$ cat src/pcc_pkg.sv
// package: register map, field positions and types for one pwm channel
package pcc_pkg;
	localparam logic [1:0] ADDR_CONTROL = 2'h0;
	localparam logic [1:0] ADDR_DUTY_HIGH = 2'h1;
	localparam logic [1:0] ADDR_DUTY_LOW = 2'h2;
	localparam int EN_BIT = 7;
	localparam int OUT_BIT = 5;
	localparam int POL_BIT = 4;
	localparam int DCL_HI = 7;
	localparam int DCL_LO = 6;
	localparam logic [7:0] CONTROL_RESET = 8'h00;
	localparam logic [7:0] DUTY_POWERUP = 8'h00;
	localparam logic [1:0] FRAC_LAST = 2'h3;
	typedef struct packed {
		logic en;
		logic pol;
	} pcc_ctrl_s;
	typedef struct packed {
		logic [7:0] high;
		logic [1:0] low;
	} pcc_duty_s;
endpackage : pcc_pkg

$ cat src/pcc_channel.sv
// module: pwm channel control registers, duty buffer and output compare
// Summary of operation
// polarity bit 4 inverts channel output
// bit 5 reads output level, read-only
// duty high byte gives eight msbs
// duty low bits 7:6 give two lsbs
// unimplemented bits read zero, writes dropped
// control clears on reset; duty kept
// channel runs only while enable set
// set on timer clear, clear on match; code clears only for duty below {period_i, 2'h0}
// duty at or above period: never clears
// duty double-buffered, loaded on period match
// zero duty keeps output inactive all period
`timescale 1ns/1ns
`default_nettype none
module pcc_channel (
	input wire logic ref_clk_i,
	input wire logic rst_b_i,
	input wire logic por_b_i,
	input wire logic [1:0] addr_i,
	input wire logic [7:0] wdata_i,
	input wire logic wr_i,
	input wire logic rd_i,
	output logic [7:0] rdata_o,
	input wire logic [7:0] timer_i,
	input wire logic [1:0] frac_i,
	input wire logic [7:0] period_i,
	output logic pwm_o
);
	pcc_pkg::pcc_ctrl_s ctrl, next_ctrl;
	pcc_pkg::pcc_duty_s duty, next_duty, act, next_act;
	logic level, next_level;
	logic [7:0] next_rdata;
	logic pwm_out, next_pwm_out;
	logic period_match;
	logic [9:0] base;

	// one cycle before the timer restarts: last sub-count at period value
	assign period_match = (timer_i == period_i) && (frac_i == pcc_pkg::FRAC_LAST);
	assign base = {timer_i, frac_i};

	always_comb begin
		next_ctrl = ctrl;
		next_duty = duty;
		if (wr_i) begin
			if (addr_i == pcc_pkg::ADDR_CONTROL) begin
				// bit 5 and unused bits are not stored
				next_ctrl.en = wdata_i[pcc_pkg::EN_BIT];
				next_ctrl.pol = wdata_i[pcc_pkg::POL_BIT];
			end else if (addr_i == pcc_pkg::ADDR_DUTY_HIGH) begin
				next_duty.high = wdata_i;
			end else if (addr_i == pcc_pkg::ADDR_DUTY_LOW) begin
				next_duty.low = wdata_i[pcc_pkg::DCL_HI:pcc_pkg::DCL_LO];
			end
		end
	end

	// control cleared by ordinary reset (rst_b_i) only; power-on reset alone does not clear it
	always_ff @(posedge ref_clk_i or negedge rst_b_i) begin
		if (!rst_b_i) begin
			ctrl <= pcc_ctrl_reset();
		end else begin
			ctrl <= next_ctrl;
		end
	end

	function automatic pcc_pkg::pcc_ctrl_s pcc_ctrl_reset();
		pcc_ctrl_reset = '{en: pcc_pkg::CONTROL_RESET[pcc_pkg::EN_BIT],
			pol: pcc_pkg::CONTROL_RESET[pcc_pkg::POL_BIT]};
	endfunction : pcc_ctrl_reset

	// duty survives ordinary resets; only power-on clears it
	always_ff @(posedge ref_clk_i or negedge por_b_i) begin
		if (!por_b_i) begin
			duty <= {pcc_pkg::DUTY_POWERUP, 2'h0};
			act <= {pcc_pkg::DUTY_POWERUP, 2'h0};
		end else begin
			duty <= next_duty;
			act <= next_act;
		end
	end

	always_comb begin
		next_act = act;
		next_level = level;
		if (period_match) begin
			next_act = duty;
		end
		if (!ctrl.en) begin
			next_level = 1'b0;
		end else if (period_match) begin
			// restart with freshly loaded duty
			next_level = (duty != '0);
		end else if ((base + 10'h001) == act && act < {period_i, 2'h0} + 10'h000) begin
			next_level = 1'b0;
		end else if (act >= {period_i, pcc_pkg::FRAC_LAST} + 10'h001) begin
			next_level = level;
		end
		// enable and polarity taken from the same cycle so the pin never glitches on a write
		next_pwm_out = next_ctrl.en & (next_level ^ next_ctrl.pol);
		next_rdata = 8'h00;
		if (rd_i) begin
			if (addr_i == pcc_pkg::ADDR_CONTROL) begin
				next_rdata[pcc_pkg::EN_BIT] = ctrl.en;
				next_rdata[pcc_pkg::OUT_BIT] = pwm_out;
				next_rdata[pcc_pkg::POL_BIT] = ctrl.pol;
			end else if (addr_i == pcc_pkg::ADDR_DUTY_HIGH) begin
				next_rdata = duty.high;
			end else if (addr_i == pcc_pkg::ADDR_DUTY_LOW) begin
				next_rdata[pcc_pkg::DCL_HI:pcc_pkg::DCL_LO] = duty.low;
			end
		end
	end

	always_ff @(posedge ref_clk_i or negedge rst_b_i) begin
		if (!rst_b_i) begin
			level <= 1'b0;
			pwm_out <= 1'b0;
			rdata_o <= 8'h00;
		end else begin
			level <= next_level;
			pwm_out <= next_pwm_out;
			rdata_o <= next_rdata;
		end
	end

	assign pwm_o = pwm_out;

	property p_disabled_low;
		@(posedge ref_clk_i) disable iff (!rst_b_i) !ctrl.en |-> !pwm_out;
	endproperty
	a_disabled_low: assert property (p_disabled_low) else $error("output active while disabled");

	property p_polarity;
		@(posedge ref_clk_i) disable iff (!rst_b_i)
			ctrl.en |-> pwm_out == (level ^ ctrl.pol);
	endproperty
	a_polarity: assert property (p_polarity) else $error("polarity mismatch");

	property p_load;
		@(posedge ref_clk_i) disable iff (!por_b_i) period_match |=> act == $past(duty);
	endproperty
	a_load: assert property (p_load) else $error("duty buffer not loaded");

	property p_hold;
		@(posedge ref_clk_i) disable iff (!por_b_i) !period_match |=> $stable(act);
	endproperty
	a_hold: assert property (p_hold) else $error("duty buffer changed mid period");

	property p_zero;
		@(posedge ref_clk_i) disable iff (!rst_b_i) period_match && duty == '0 |=> !level;
	endproperty
	a_zero: assert property (p_zero) else $error("zero duty went active");

	property p_start;
		@(posedge ref_clk_i) disable iff (!rst_b_i)
			ctrl.en && period_match && duty != '0 |=> level;
	endproperty
	a_start: assert property (p_start) else $error("output not set at restart");

	property p_rd_ro;
		@(posedge ref_clk_i) disable iff (!rst_b_i)
			rd_i && addr_i == pcc_pkg::ADDR_DUTY_LOW |=> rdata_o[5:0] == 6'h00;
	endproperty
	a_rd_ro: assert property (p_rd_ro) else $error("unimplemented bits nonzero");

	property p_rd_out;
		@(posedge ref_clk_i) disable iff (!rst_b_i)
			rd_i && addr_i == pcc_pkg::ADDR_CONTROL |=> rdata_o[5] == $past(pwm_out);
	endproperty
	a_rd_out: assert property (p_rd_out) else $error("readback mismatch");

	property p_rd_idle;
		@(posedge ref_clk_i) disable iff (!rst_b_i)
			!rd_i |=> rdata_o == 8'h00;
	endproperty
	a_rd_idle: assert property (p_rd_idle) else $error("read data outside read cycle");

	property p_rd_unmapped;
		@(posedge ref_clk_i) disable iff (!rst_b_i)
			rd_i && addr_i == 2'h3 |=> rdata_o == 8'h00;
	endproperty
	a_rd_unmapped: assert property (p_rd_unmapped) else $error("unmapped read nonzero");

	property p_rd_ctrl_bits;
		@(posedge ref_clk_i) disable iff (!rst_b_i)
			rd_i && addr_i == pcc_pkg::ADDR_CONTROL |=> !rdata_o[6] && rdata_o[3:0] == 4'h0;
	endproperty
	a_rd_ctrl_bits: assert property (p_rd_ctrl_bits) else $error("control unused bits nonzero");

	property p_ctrl_write;
		@(posedge ref_clk_i) disable iff (!rst_b_i)
			wr_i && addr_i == pcc_pkg::ADDR_CONTROL |=> ctrl.en == $past(wdata_i[7]) && ctrl.pol == $past(wdata_i[4]);
	endproperty
	a_ctrl_write: assert property (p_ctrl_write) else $error("control write lost");

	property p_high_write;
		@(posedge ref_clk_i) disable iff (!por_b_i)
			wr_i && addr_i == pcc_pkg::ADDR_DUTY_HIGH |=> duty.high == $past(wdata_i);
	endproperty
	a_high_write: assert property (p_high_write) else $error("duty high write lost");

	property p_low_write;
		@(posedge ref_clk_i) disable iff (!por_b_i)
			wr_i && addr_i == pcc_pkg::ADDR_DUTY_LOW |=> duty.low == $past(wdata_i[7:6]);
	endproperty
	a_low_write: assert property (p_low_write) else $error("duty low write lost");

	// duty at or past the period end: only a restart or a cleared enable may move the level
	property p_full;
		@(posedge ref_clk_i) disable iff (!rst_b_i)
			ctrl.en && !period_match && act >= {period_i, 2'h0} |=> level == $past(level);
	endproperty
	a_full: assert property (p_full) else $error("full duty output cleared");

	property p_match_clear;
		@(posedge ref_clk_i) disable iff (!rst_b_i)
			ctrl.en && !period_match && (base + 10'h001) == act && act < {period_i, 2'h0} |=> !level;
	endproperty
	a_match_clear: assert property (p_match_clear) else $error("output not cleared on match");

	c_restart: cover property (@(posedge ref_clk_i) ctrl.en && period_match && duty != '0);
	c_clear: cover property (@(posedge ref_clk_i) $fell(level) && ctrl.en && !period_match);
	c_inverted: cover property (@(posedge ref_clk_i) ctrl.en && ctrl.pol && pwm_out);
	c_full: cover property (@(posedge ref_clk_i) ctrl.en && period_match && act >= {period_i, 2'h0});
	c_zero: cover property (@(posedge ref_clk_i) ctrl.en && period_match && duty == '0);
endmodule : pcc_channel
`default_nettype wire

$ cat config.mk
export PLATFORM = sky130hd
export DESIGN_NAME = pcc_channel
export DESIGN_NICKNAME = d
export VERILOG_FILES = /design/src/pcc_pkg.sv /design/src/pcc_channel.sv
export SDC_FILE = /design/constraint.sdc
export NUM_CORES = 1
export LEC_CHECK = 0
export ABC_AREA = 1
export BUFFER_PORTS_ARGS = -buffer_cell sky130_fd_sc_hd__clkbuf_2
export CORE_MARGIN = 8
export CORE_UTILIZATION = 45
export DETAILED_ROUTE_END_ITERATION = 16
export PLACE_DENSITY = 0.79
export SETUP_SLACK_MARGIN = 0.4
export SLEW_MARGIN = 20
export SYNTH_ARGS = -nofsm -noshare
export SYNTH_HDL_FRONTEND = slang
export SYNTH_SLANG_ARGS = --single-unit
$ cat constraint.sdc
create_clock -name ref_clk_i -period 1.7 [get_ports ref_clk_i]
set_clock_uncertainty 0.2 [all_clocks]
set_input_delay 0.085 -clock ref_clk_i [delete_from_list [all_inputs] [get_ports ref_clk_i]]
set_output_delay 0.085 -clock ref_clk_i [all_outputs]
set_load 0.02 [all_outputs]
Word-level counts from Yosys, hierarchy flattened:

Cells that the tools add are included.

* flip-flop bits (word level): 32
* output and inout bits: 9
* logic and storage cells: 39

* add/subtract/negate cells: 1
* $lt $le $gt $ge: 1
* eq/ne operators: 5
* mux-type cells: 13
* bitwise operators: 4
* reductions and logical operators: 6

Operator list (number)
* 10-bit by 1-bit adder with 10-bit output (second input constant): 1
* 10-bit == test: 1
* 10-bit less-than comparator: 1
* 2-bit two-way mux: 5
* 10-bit nonzero test: 1
* 8-bit == test: 1
* 8-bit two-way mux: 1
* 6-bit two-way mux: 1
* 1-bit two-way mux: 5
* 2-bit == test (second input constant): 2
* 4-bit two-way mux: 1
* 4-bit AND reduction: 1
* 3-bit AND reduction: 1
* 2-bit by 1-bit == test with 1-bit output (second input constant): 1
* 1-bit logical AND: 2
* 2-bit logical NOT: 1
* 1-bit inverter: 2
* 1-bit bitwise AND: 1
* 1-bit XOR: 1

Depth between registers and ports, before layout:

Gate-level depths: netlist of the first run.

* depth after elaboration: 8
* gate-level depth with buffers: 15
* mapped depth without buffers: 15

Least setup slack after synthesis of the first run:

Ideal clock, no wire load.

* kind: flip-flop to flip-flop
* start: register act[9] (netlist bit)
* end: register pwm_out (netlist: pwm_o)
* data arrival time: 1462 ps
* path slack: -81 ps
* stages on the path, launching flop included: 12
* clock period less this slack: 1781 ps
* path through: dfrtp_1 ha_1 a21oi_1 nand3_1 nor2_1 nand4_1 nor2_1 nand3_1 nand2_1 nand2_1 a21oi_1 nor2_1

* word-level cells in the longest chain between the ends: 7

RTL lines
* start, declared: line pcc_channel.sv:31 `pcc_pkg::pcc_duty_s duty, next_duty, act, next_act;`
* start signal, assigned: line pcc_channel.sv:76 `act <= {pcc_pkg::DUTY_POWERUP, 2'h0};`
* start signal, assigned: line pcc_channel.sv:79 `act <= next_act;`
* 10-bit less-than comparator or 10-bit == test (tied branches): line pcc_channel.sv:94 `end else if ((base + 10'h001) == act && act < {period_i, 2'h0} + 10'h000) begin`
* 1-bit logical AND (*): line pcc_channel.sv:94
* 1-bit two-way mux (*): line pcc_channel.sv:94
* 1-bit two-way mux (*): line pcc_channel.sv:91 `end else if (period_match) begin`
* 1-bit two-way mux (*): line pcc_channel.sv:89 `if (!ctrl.en) begin`
* 1-bit XOR (*): line pcc_channel.sv:100 `next_pwm_out = next_ctrl.en & (next_level ^ next_ctrl.pol);`
* 1-bit bitwise AND (*): line pcc_channel.sv:100
* net next_pwm_out: line pcc_channel.sv:34 `logic pwm_out, next_pwm_out;`
* end signal, assigned: line pcc_channel.sv:122 `pwm_out <= next_pwm_out;`
* end, declared: line pcc_channel.sv:34

Mark *: on every way through the listed nets, which the timed path passes. The rest lies on a longest branch.
A chain may end at the register's enable or synchronous reset.

Final worst setup path of the first run:

Same ends and word-level chain as after synthesis.

==> flow_summary.json, run 1 <==
{
  "cp_common_cell": "nor2_1",
  "pwr-share-seq": 0.469,
  "reg2regPathDepth": 11,
  "antenna_found_initial": 0,
  "ant_nets": 0,
  "rows": 23,
  "reg2reg_setup_slack_ns": -0.11,
  "internal_power_mw": 1.33,
  "clk_path_buf_depth": 2,
  "critPathKind": "reg -> reg",
  "drive_gt1_frac": 0.268,
  "wire_per_inst_um": 13.6,
  "synthCells": 249,
  "switching_share": 0.305,
  "crit_cells": 11,
  "grt_start_max_net_pins": 21,
  "crit_slowest_cell": "dfrtp_1",
  "drc": 0,
  "cts_tree": "yes",
  "p_comb_frac": 0.249,
  "end_kind": "flip-flop",
  "drv_cap": 0,
  "track_usage": 0.163,
  "pre_cts_ws_ns": -0.186,
  "clk_pin_slew_worst_paths_ns": 0.06,
  "layout_min_cycle_time_ns": 1.81,
  "worstPathArrival_ns": 1.79,
  "ys_seq_elements": 32,
  "clk_latency_ns": 0.28,
  "num_io_pins": 42,
  "io_buffers": 41,
  "violations": "negative setup slack",
  "initial_utilization": 0.469,
  "yosysUniqueCellTypes": 30,
  "switching_power_mw": 0.582,
  "hold_violations": 0,
  "max_slew.worst_pin.slew_ns": 0.530,
  "crit_buf_inv": 0,
  "cts.sink_count": 32,
  "r2r-start": "act[9]",
  "rsz0062_at_grt": "true",
  "postSynthAreaPerCell_um2": 7.53,
  "synthToLayoutAreaGrowth_pct": 39.0,
  "timing.fmax_mhz": 552,
  "p_per_area_nw_per_um2": 733,
  "die_area_um2": 6490,
  "h-tree-depth": 2,
  "setup_viol": 1,
  "numCtsBuffers": 5,
  "overflow": 0,
  "peakVddDrop_uv": 605,
  "synth.cell_area_um2": 1870,
  "ys_warn_count": 0,
  "crit_path_max_fanout": 2,
  "die_w_um": 80.5,
  "slowest_delay_ns": 0.41,
  "dp_hpwl_mm": 3.83,
  "n_antenna_cell": 0,
  "design.core.area_um2": 4000,
  "path_delay_family": "simple AND/OR/NAND/NOR gates",
  "grt_pass1_wl_mm": 8.26,
  "synth_top_cell_by_area": "dfrtp_1",
  "ys_seq_area_frac": 0.427,
  "finalWorstSetupSlack_ns": -0.112,
  "status": "finished with violations",
  "final_cell_mix": "nand2_1 (59), clkbuf_2 (41), inv_1 (37), dfrtp_1 (32), nor2_1 (26)",
  "cp-start-kind": "flip-flop",
  "critPathCapture": "pwm_o",
  "drv_slew": 0,
  "hp-class": "in -> async",
  "synthTopCellsByArea": "dfrtp_1 (43%), nand2_1 (12%), inv_1 (7.4%)",
  "clock-root-buffer": "clkbuf_8",
  "synth_top_area_frac": 0.427,
  "r2r_end": "pwm_o",
  "syn_nets": 290,
  "mostFrequentLayoutCell": "nand2_1",
  "firstDrtPassIters": 5,
  "die_height_um": 80.5,
  "power_mw": 1.91,
  "path_cells": "ha_4 -> a21oi_2 -> nand3_1 -> nor2_1 -> nand4_1 -> nor2_1 -> nand3_1 -> nand2_1 -> nand2_2 -> a21oi_1 -> nor2_1",
  "critical_path.startpoint": "act[9]",
  "wirelength_mm": 5.19,
  "gp_congestion": 0.874,
  "p_leak_nw": 1.44,
  "relSlewSlack": 0.647,
  "grt_pass1_vias": 1863,
  "clkPwrFrac": 0.282,
  "min_period_over_period": 1.07,
  "vias": 1881,
  "cp_data_required_time_ns": 1.67,
  "via_per_inst": 4.92,
  "drt_iter0_markers": 78,
  "layout.nets": 373
}
==> power groups by stage <==
stage	Clock (mW)	Combinational [mW]	Sequential, mW
6_report	0.538	0.475	0.895
5_1_grt	0.581	0.533	0.904
4_1_cts	0.540	0.452	0.894
3_5_place_dp	0	0.407	0.907
3_3_place_gp	0	0.395	0.900
2_1_floorplan	0	0.224	0.907
==> final cells by class <==
cell class,instances,area (µm²)
flip-flops and latches,32,801
multi-input cells,172,948
inverters,43,163
clock inverters,1,5.00
clock buffers,6,72.6
fillers,336,1400
repair buffers,78,553
well taps,50,62.6
==> worst min-delay path by stage <==
stage	start	endpoint	slack [ns]
2_1_floorplan	por_b_i	act[0]	-0.41
3_3_place_gp	rst_b_i	ctrl[0]	-0.21
3_5_place_dp	rst_b_i	ctrl[0]	-0.20
4_1_cts	wr_i	ctrl[1]	-0.002
5_1_grt	rst_b_i	rdata_o[6]	0.06
6_report	rst_b_i	rdata_o[7]	0.04
==> through the flow <==
| stage | cells | hold WS (ns) | TNS (ns) | utilization | area [µm²] |
|---|---|---|---|---|---|
| 2_1_floorplan | 249 | -0.411 | -0.0806 | - | 1870 |
| 3_3_place_gp | 353 | -0.206 | -0.146 | 0.562 | 2250 |
| 3_5_place_dp | 353 | -0.204 | -0.198 | 0.562 | 2250 |
| 4_1_cts | 377 | -0.00216 | -0.111 | 0.627 | 2510 |
| 5_1_grt | 382 | 0.0554 | -0.410 | 0.651 | 2610 |
| 6_report | 382 | 0.0367 | -0.112 | 0.651 | 2610 |
==> worst register-to-register path, cell delays in order (launching register included) <==
cell and delay (ns):
dfrtp_1 0.41, ha_4 0.23, a21oi_2 0.10, nand3_1 0.08, nor2_1 0.10, nand4_1 0.07
nor2_1 0.10, nand3_1 0.07, nand2_1 0.09, nand2_2 0.06, a21oi_1 0.12, nor2_1 0.06
==> cells in the mapped netlist <==
library cell / count
a221oi_1: 1
nand4_1: 2
inv_1: 37
nand3_1: 14
nor3_1: 1
a21oi_1: 11
clkbuf_1: 2
o22ai_1: 3
xnor2_1: 5
o21ai_0: 10
o32ai_1: 1
clkinv_1: 1
dfrtp_1: 32
nor2_2: 1
inv_2: 4
nor4_1: 1
ha_1: 8
xor2_1: 4
nand3b_1: 2
nor3_2: 1
o21ai_2: 1
nand2_2: 1
o21ai_1: 11
nor2_1: 27
clkinv_2: 1
nand4_4: 1
nand2_1: 62
o21a_1: 1
o21bai_1: 2
nand3_2: 1
==> cells by family after synthesis <==
kind of cell | after synthesis | synth area share
compound gates | 41 | 0.121
xor+xnor | 9 | 0.0421
fa+ha+maj | 8 | 0.0534
buf+inv | 45 | 0.0908
flops | 32 | 0.427
simple gates | 114 | 0.265
==> repair_timing <==
item	4_1_cts	5_1_grt
hold endpoints to repair	48	0
setup endpoints to repair	11	15
setup buffers	3	4
hold buffers	14	0
pin swaps	5	6
gates resized for setup	4	11
cloned	0	1
==> flip-flops by register name, summed over array words and instances (netlist names) <==
signal / flops
duty: 10
pwm_o: 1
level: 1
ctrl: 2
act: 10
rdata_o: 8
==> routing by layer <==
| metal | up-vias | routed length [µm] | GRT usage |
|---|---|---|---|
| met5 | - | 0 | 0 |
| met2 | 59 | 2670 | 0.302 |
| met3 | 13 | 349 | 0.0379 |
| met1 | 850 | 2040 | 0.170 |
| li1 | 959 | - | - |
| met4 | 0 | 125 | 0.0709 |
Note: power is estimated with default switching activity, not from simulation.
==> run 2: changes to the inputs <==
--- a/config.mk
+++ b/config.mk
@@ -10,7 +10,7 @@
 export CORE_MARGIN = 8
 export CORE_UTILIZATION = 45
 export DETAILED_ROUTE_END_ITERATION = 16
-export PLACE_DENSITY = 0.79
+export PLACE_DENSITY = 0.76
 export SETUP_SLACK_MARGIN = 0.4
 export SLEW_MARGIN = 20
 export SYNTH_ARGS = -nofsm -noshare
==> constraint.sdc (replaced) <==
create_clock -name ref_clk_i -period 2 [get_ports ref_clk_i]
set_clock_uncertainty 0.2 [all_clocks]
set_input_delay 0.1 -clock ref_clk_i [delete_from_list [all_inputs] [get_ports ref_clk_i]]
set_output_delay 0.1 -clock ref_clk_i [all_outputs]
set_load 0.02 [all_outputs]
==> run 2 against run 1 <==
The run ends with negative hold slack left. Maximum frequency is 0.89% lower. Count of clock-buffer cells in the layout rose by 1. Design area is 5.7% lower. Highest routed layer unchanged. Sequential power shrank 15%. First-iteration DRC count up 21%. Largest power group unchanged. Register-to-register slack improved by 0.28 ns. Critical path depth did not move. Combinational power is 22% lower. Power decreased by 13%. Core utilization down 3.7 points. Sequential share of layout area rose by 1.8 points. Cell count fell by 3.9%.
==> flow_summary.json, run 2 (synthesis results as in run 1) <==
{
  "setup-tns-final_ns": 0,
  "rsz0062_at_grt": "true",
  "drv_slew": 0,
  "die_height_um": 80.5,
  "peakVddDrop_uv": 541,
  "slowest_delay_ns": 0.42,
  "wirelength_mm": 4.87,
  "die_area_um2": 6490,
  "crit_buf_inv": 0,
  "io_buffers": 41,
  "final_cell_mix": "nand2_1 (59), clkbuf_2 (41), inv_1 (37), dfrtp_1 (32), nor2_1 (27)",
  "setup_viol": 0,
  "grt_start_max_net_pins": 21,
  "ant_nets": 0,
  "overflow": 0,
  "cp_data_required_time_ns": 1.97,
  "stdcell_area_um2": 2460,
  "cts.sink_count": 32,
  "synthToLayoutAreaGrowth_pct": 31.1,
  "layout.nets": 358,
  "timing.fmax_mhz": 547,
  "cts_tree": "yes",
  "crit_slowest_cell": "dfrtp_1",
  "wire_per_inst_um": 13.3,
  "p_leak_nw": 1.34,
  "firstDrtPassIters": 4,
  "power_mw": 1.66,
  "stdcell_count": 367,
  "hp-class": "in -> reg",
  "critPathKind": "reg -> reg",
  "gp_congestion": 0.949,
  "crit_path_max_fanout": 3,
  "num_io_pins": 42,
  "hold_violations": 2,
  "dpl_cell_area_um2": 2140,
  "via_per_inst": 4.95,
  "vias": 1815,
  "end_kind": "flip-flop",
  "drc": 0,
  "cp_common_cell": "nand2_1",
  "relSlewSlack": 0.658,
  "track_usage": 0.155,
  "pre_cts_ws_ns": 0.0754,
  "grt_pass1_vias": 1785,
  "design.core.area_um2": 4000,
  "n_antenna_cell": 0,
  "cp-start-kind": "flip-flop",
  "layout_min_cycle_time_ns": 1.83,
  "finalWorstSetupSlack_ns": 0.171,
  "holdWs_ns": -0.00389,
  "max_slew.worst_pin.slew_ns": 0.513,
  "clk_path_buf_depth": 2,
  "utilization": 0.614,
  "worstPathArrival_ns": 1.80,
  "die_w_um": 80.5,
  "drv_cap": 0,
  "antenna_found_initial": 0,
  "drt_iter0_markers": 94,
  "rows": 23,
  "fillers": 345,
  "dp.cells": 339,
  "grt_pass1_wl_mm": 7.95,
  "drive_gt1_frac": 0.224,
  "p_per_area_nw_per_um2": 675,
  "initial_utilization": 0.469,
  "min_period_over_period": 0.914,
  "dp_hpwl_mm": 3.60,
  "mostFrequentLayoutCell": "nand2_1",
  "h-tree-depth": 2,
  "path_delay_family": "simple AND/OR/NAND/NOR gates",
  "violations": "negative hold slack",
  "clk_pin_slew_worst_paths_ns": 0.06,
  "numCtsBuffers": 5,
  "clk_latency_ns": 0.28,
  "clock-root-buffer": "clkbuf_8",
  "path_cells": "ha_1 -> a21oi_1 -> nand2_1 -> nand2_1 -> nand2_1 -> nand2_1 -> nand3_1 -> nand2_2 -> nand2_2 -> a21oi_1 -> nor2_1",
  "reg_top3": "act (10), duty (10), rdata_o (8)",
  "status": "finished with violations"
}
## run 2: cell types whose count changed in the layout (fill, tap and decap cells not counted), moves of 2 or more
| cell | before | now |
|---|---|---|
| buf_4 | 21 | 7 |
| dlygate4sd3_1 | 12 | 15 |
| clkbuf_8 | 5 | 7 |
| dlymetal6s4s_1 | 2 | 0 |
## run 2: routing by layer
layer | vias to the layer above | routed length, µm | track usage | part of all wire
li1 | 932 | - | - | -
met1 | 810 | 2050 | 0.176 | 0.42
met2 | 62 | 2360 | 0.258 | 0.49
met3 | 11 | 362 | 0.0513 | 0.074
met4 | 0 | 88 | 0.0655 | 0.018
met5 | - | 0 | 0 | 0
## run 2: worst paths after layout
check | slack [ns] | cells after the start | startpoint | endpoint
max in group asynchronous | 1.14 | 2 | por_b_i | duty[2]
min in group asynchronous | 0.03 | 2 | rst_b_i | rdata_o[4]
worst max register to register | 0.17 | 11 | act[5] | pwm_o
worst min register to register | 0.30 | 2 | duty[6] | duty[6]
worst min-delay path | -0.004 | 4 | addr_i[0] | duty[1]
worst max-delay path | 0.17 | 11 | act[5] | pwm_o
## run 2: cell type report
class | instances | area [µm²] | share of cell area
Clock buffer | 7 | 96.3 | 0.0392
Multi-Input combinational cell | 172 | 927 | 0.377
Timing Repair Buffer | 63 | 408 | 0.166
Inverter | 43 | 163 | 0.0662
Tap cell | 50 | 62.6 | 0.0255
Sequential cell | 32 | 801 | 0.326
## run 2: repair_timing
item | 4_1_cts | 5_1_grt
endpoints found under the setup margin | 2 | 3
hold buffers | 16 | 0
hold endpoints to repair | 48 | 0
setup buffers | 1 | 5
pin swaps | 1 | 1
gates resized for setup | 2 | 3
## run 2: report_power, final
part | switching, mW | internal [mW]
clock network | 0.224 | 0.306
logic | 0.213 | 0.156
registers | 0.0470 | 0.712
total | 0.484 | 1.17
## run 2: worst reg2reg max path: stages, from the launching register on
cell and delay [ns]:
dfrtp_1 0.42, ha_1 0.31, a21oi_1 0.15, nand2_1 0.07, nand2_1 0.05, nand2_1 0.05
nand2_1 0.05, nand3_1 0.08, nand2_2 0.08, nand2_2 0.06, a21oi_1 0.12, nor2_1 0.06
==> run 3: changes to the inputs <==
--- a/config.mk
+++ b/config.mk
@@ -7,10 +7,9 @@
 export LEC_CHECK = 0
 export ABC_AREA = 1
 export BUFFER_PORTS_ARGS = -buffer_cell sky130_fd_sc_hd__clkbuf_2
-export CORE_MARGIN = 8
 export CORE_UTILIZATION = 45
 export DETAILED_ROUTE_END_ITERATION = 16
-export PLACE_DENSITY = 0.76
+export PLACE_DENSITY = 0.79
 export SETUP_SLACK_MARGIN = 0.4
 export SLEW_MARGIN = 20
 export SYNTH_ARGS = -nofsm -noshare
==> constraint.sdc (replaced) <==
create_clock -name ref_clk_i -period 1.5 [get_ports ref_clk_i]
set_clock_uncertainty 0.2 [all_clocks]
set_input_delay 0.075 -clock ref_clk_i [delete_from_list [all_inputs] [get_ports ref_clk_i]]
set_output_delay 0.075 -clock ref_clk_i [all_outputs]
set_load 0.02 [all_outputs]
==> run 3 against run 2 <==
The run ends with negative hold slack, negative setup slack left. Global-route usage grew 10 points. Combinational power up 63%. Count of clock-buffer cells in the layout grew 1. Worst hold slack lost 0.0059 ns. Maximum frequency down 4.3%. Core utilization rose by 5.5 points. Non-clock buffer count rose by 22. Setup slack lost 0.58 ns. Flip-flop and latch count unchanged. Wire length rose by 7.5%. Design area increased by 9.0%.
==> flow_summary.json, run 3 (synthesis results as in run 1) <==
{
  "peakVddDrop_uv": 1190,
  "crit_path_max_fanout": 2,
  "n_antenna_cell": 0,
  "hp-class": "in -> reg",
  "via_per_inst": 4.93,
  "critPathCapture": "pwm_o",
  "design.core.area_um2": 4000,
  "wire_per_inst_um": 13.4,
  "wirelength_mm": 5.23,
  "switching_power_mw": 0.692,
  "clock-root-buffer": "clkbuf_8",
  "initial_utilization": 0.469,
  "die_w_um": 66.5,
  "rows": 23,
  "die_height_um": 66.5,
  "cp_data_required_time_ns": 1.51,
  "finalWorstSetupSlack_ns": -0.410,
  "synthToLayoutAreaGrowth_pct": 42.9,
  "layout.nets": 380,
  "relSlewSlack": 0.664,
  "max_slew.worst_pin.slew_ns": 0.505,
  "utilization": 0.670,
  "io_buffers": 41,
  "r2r_end": "pwm_o",
  "use_met2": 0.485,
  "layout_min_cycle_time_ns": 1.91,
  "worstPathArrival_ns": 1.92,
  "end_kind": "flip-flop",
  "die_area_um2": 4430,
  "use_met1": 0.271,
  "power_mw": 2.29,
  "timing.fmax_mhz": 524,
  "drv_slew": 0,
  "violations": "negative hold slack, negative setup slack",
  "internal_power_mw": 1.60,
  "antenna_found_initial": 0,
  "clk_latency_ns": 0.28,
  "p_per_area_nw_per_um2": 854,
  "clk_pin_slew_worst_paths_ns": 0.06,
  "fillers": 348,
  "p_leak_nw": 1.48,
  "critPathKind": "reg -> reg",
  "overflow": 0,
  "mostFrequentLayoutCell": "nand2_1",
  "holdWs_ns": -0.00982,
  "reg_top3": "act (10), duty (10), rdata_o (8)",
  "grt_pass1_vias": 2015,
  "drive_gt1_frac": 0.306,
  "drt_iter0_markers": 74,
  "use_met3": 0.0479,
  "status": "finished with violations",
  "track_usage": 0.255,
  "rsz0062_at_grt": "true",
  "cts.sink_count": 32,
  "cts_tree": "yes",
  "reg2regPathDepth": 12,
  "final_cell_mix": "nand2_1 (57), clkbuf_2 (40), inv_1 (36), dfrtp_1 (32), buf_4 (30)",
  "pwr-share-seq": 0.441,
  "dp_hpwl_mm": 3.76,
  "critical_path.startpoint": "act[9]",
  "dp.cells": 369,
  "vias": 1923,
  "reg2reg_setup_slack_ns": -0.41,
  "min_from": "addr_i[1]",
  "h-tree-depth": 2,
  "pre_cts_ws_ns": -0.477,
  "numCtsBuffers": 5,
  "drc": 0,
  "drv_cap": 0,
  "grt_start_max_net_pins": 21,
  "min_period_over_period": 1.27,
  "stdcell_count": 390,
  "switching_share": 0.302,
  "cp-start-kind": "flip-flop",
  "num_io_pins": 42,
  "clk_path_buf_depth": 2,
  "grt_pass1_wl_mm": 8.24,
  "p_comb_frac": 0.263,
  "setup_viol": 2,
  "top_usage_layer": "met2",
  "gp_congestion": 0.870,
  "firstDrtPassIters": 4,
  "ant_nets": 0,
  "hold_violations": 1,
  "r2r-start": "act[9]",
  "clkPwrFrac": 0.296
}
-- run 3: timing repair --
action	in CTS	in global routing
hold buffers	10	2
setup buffers	0	1
cloned	0	0
endpoints found under the setup margin	14	25
pin swaps	3	0
endpoints found under the hold margin	48	6
gates resized for setup	14	9
-- run 3: layout make-up --
cell class	count	area [µm²]	area share
Clock buffer	8	90.1	0.0336
Inverter	43	163	0.0607
Multi-Input combinational cell	172	967	0.361
Sequential cell	32	801	0.299
Tap cell	50	62.6	0.0234
Timing Repair Buffer	85	596	0.222
-- run 3: routing by layer --
layer / vias up / routed length, µm
li1: 970 / -
met1: 891 / 2130
met2: 54 / 2830
met3: 8 / 206
met4: 0 / 65
met5: - / 0
-- run 3: power by group through the flow --
stage | clock network [mW] | registers [mW] | logic, mW
2_1_floorplan | 0 | 1.03 | 0.254
3_3_place_gp | 0 | 1.01 | 0.506
3_5_place_dp | 0 | 1.02 | 0.526
4_1_cts | 0.679 | 1.01 | 0.572
5_1_grt | 0.715 | 1.02 | 0.668
6_report | 0.677 | 1.01 | 0.602
-- run 3: critical path: stages (launching register included) --
cell	delay, ns
dfrtp_1	0.41
ha_4	0.23
a21oi_2	0.11
nand3_1	0.08
nor2_1	0.10
nand4_1	0.09
nor2_1	0.11
nand3_1	0.09
nand2_2	0.10
nand2_2	0.08
nand3_2	0.07
nand2_1	0.05
nor2_1	0.12
-- run 3: how the worst min path moves through the flow --
stage | end | cells after the start
2_1_floorplan | act[0] | 0
3_5_place_dp | ctrl[0] | 1
4_1_cts | duty[9] | 3
5_1_grt | rdata_o[6] | 4
3_3_place_gp | ctrl[0] | 1
6_report | rdata_o[4] | 4
-- run 3: through the flow --
| stage | cell area [µm²] | TNS (ns) |
|---|---|---|
| 2_1_floorplan | 1870 | -0.390 |
| 3_3_place_gp | 2370 | -0.994 |
| 3_5_place_dp | 2370 | -1.73 |
| 4_1_cts | 2620 | -0.478 |
| 5_1_grt | 2680 | -0.918 |
| 6_report | 2680 | -0.706 |
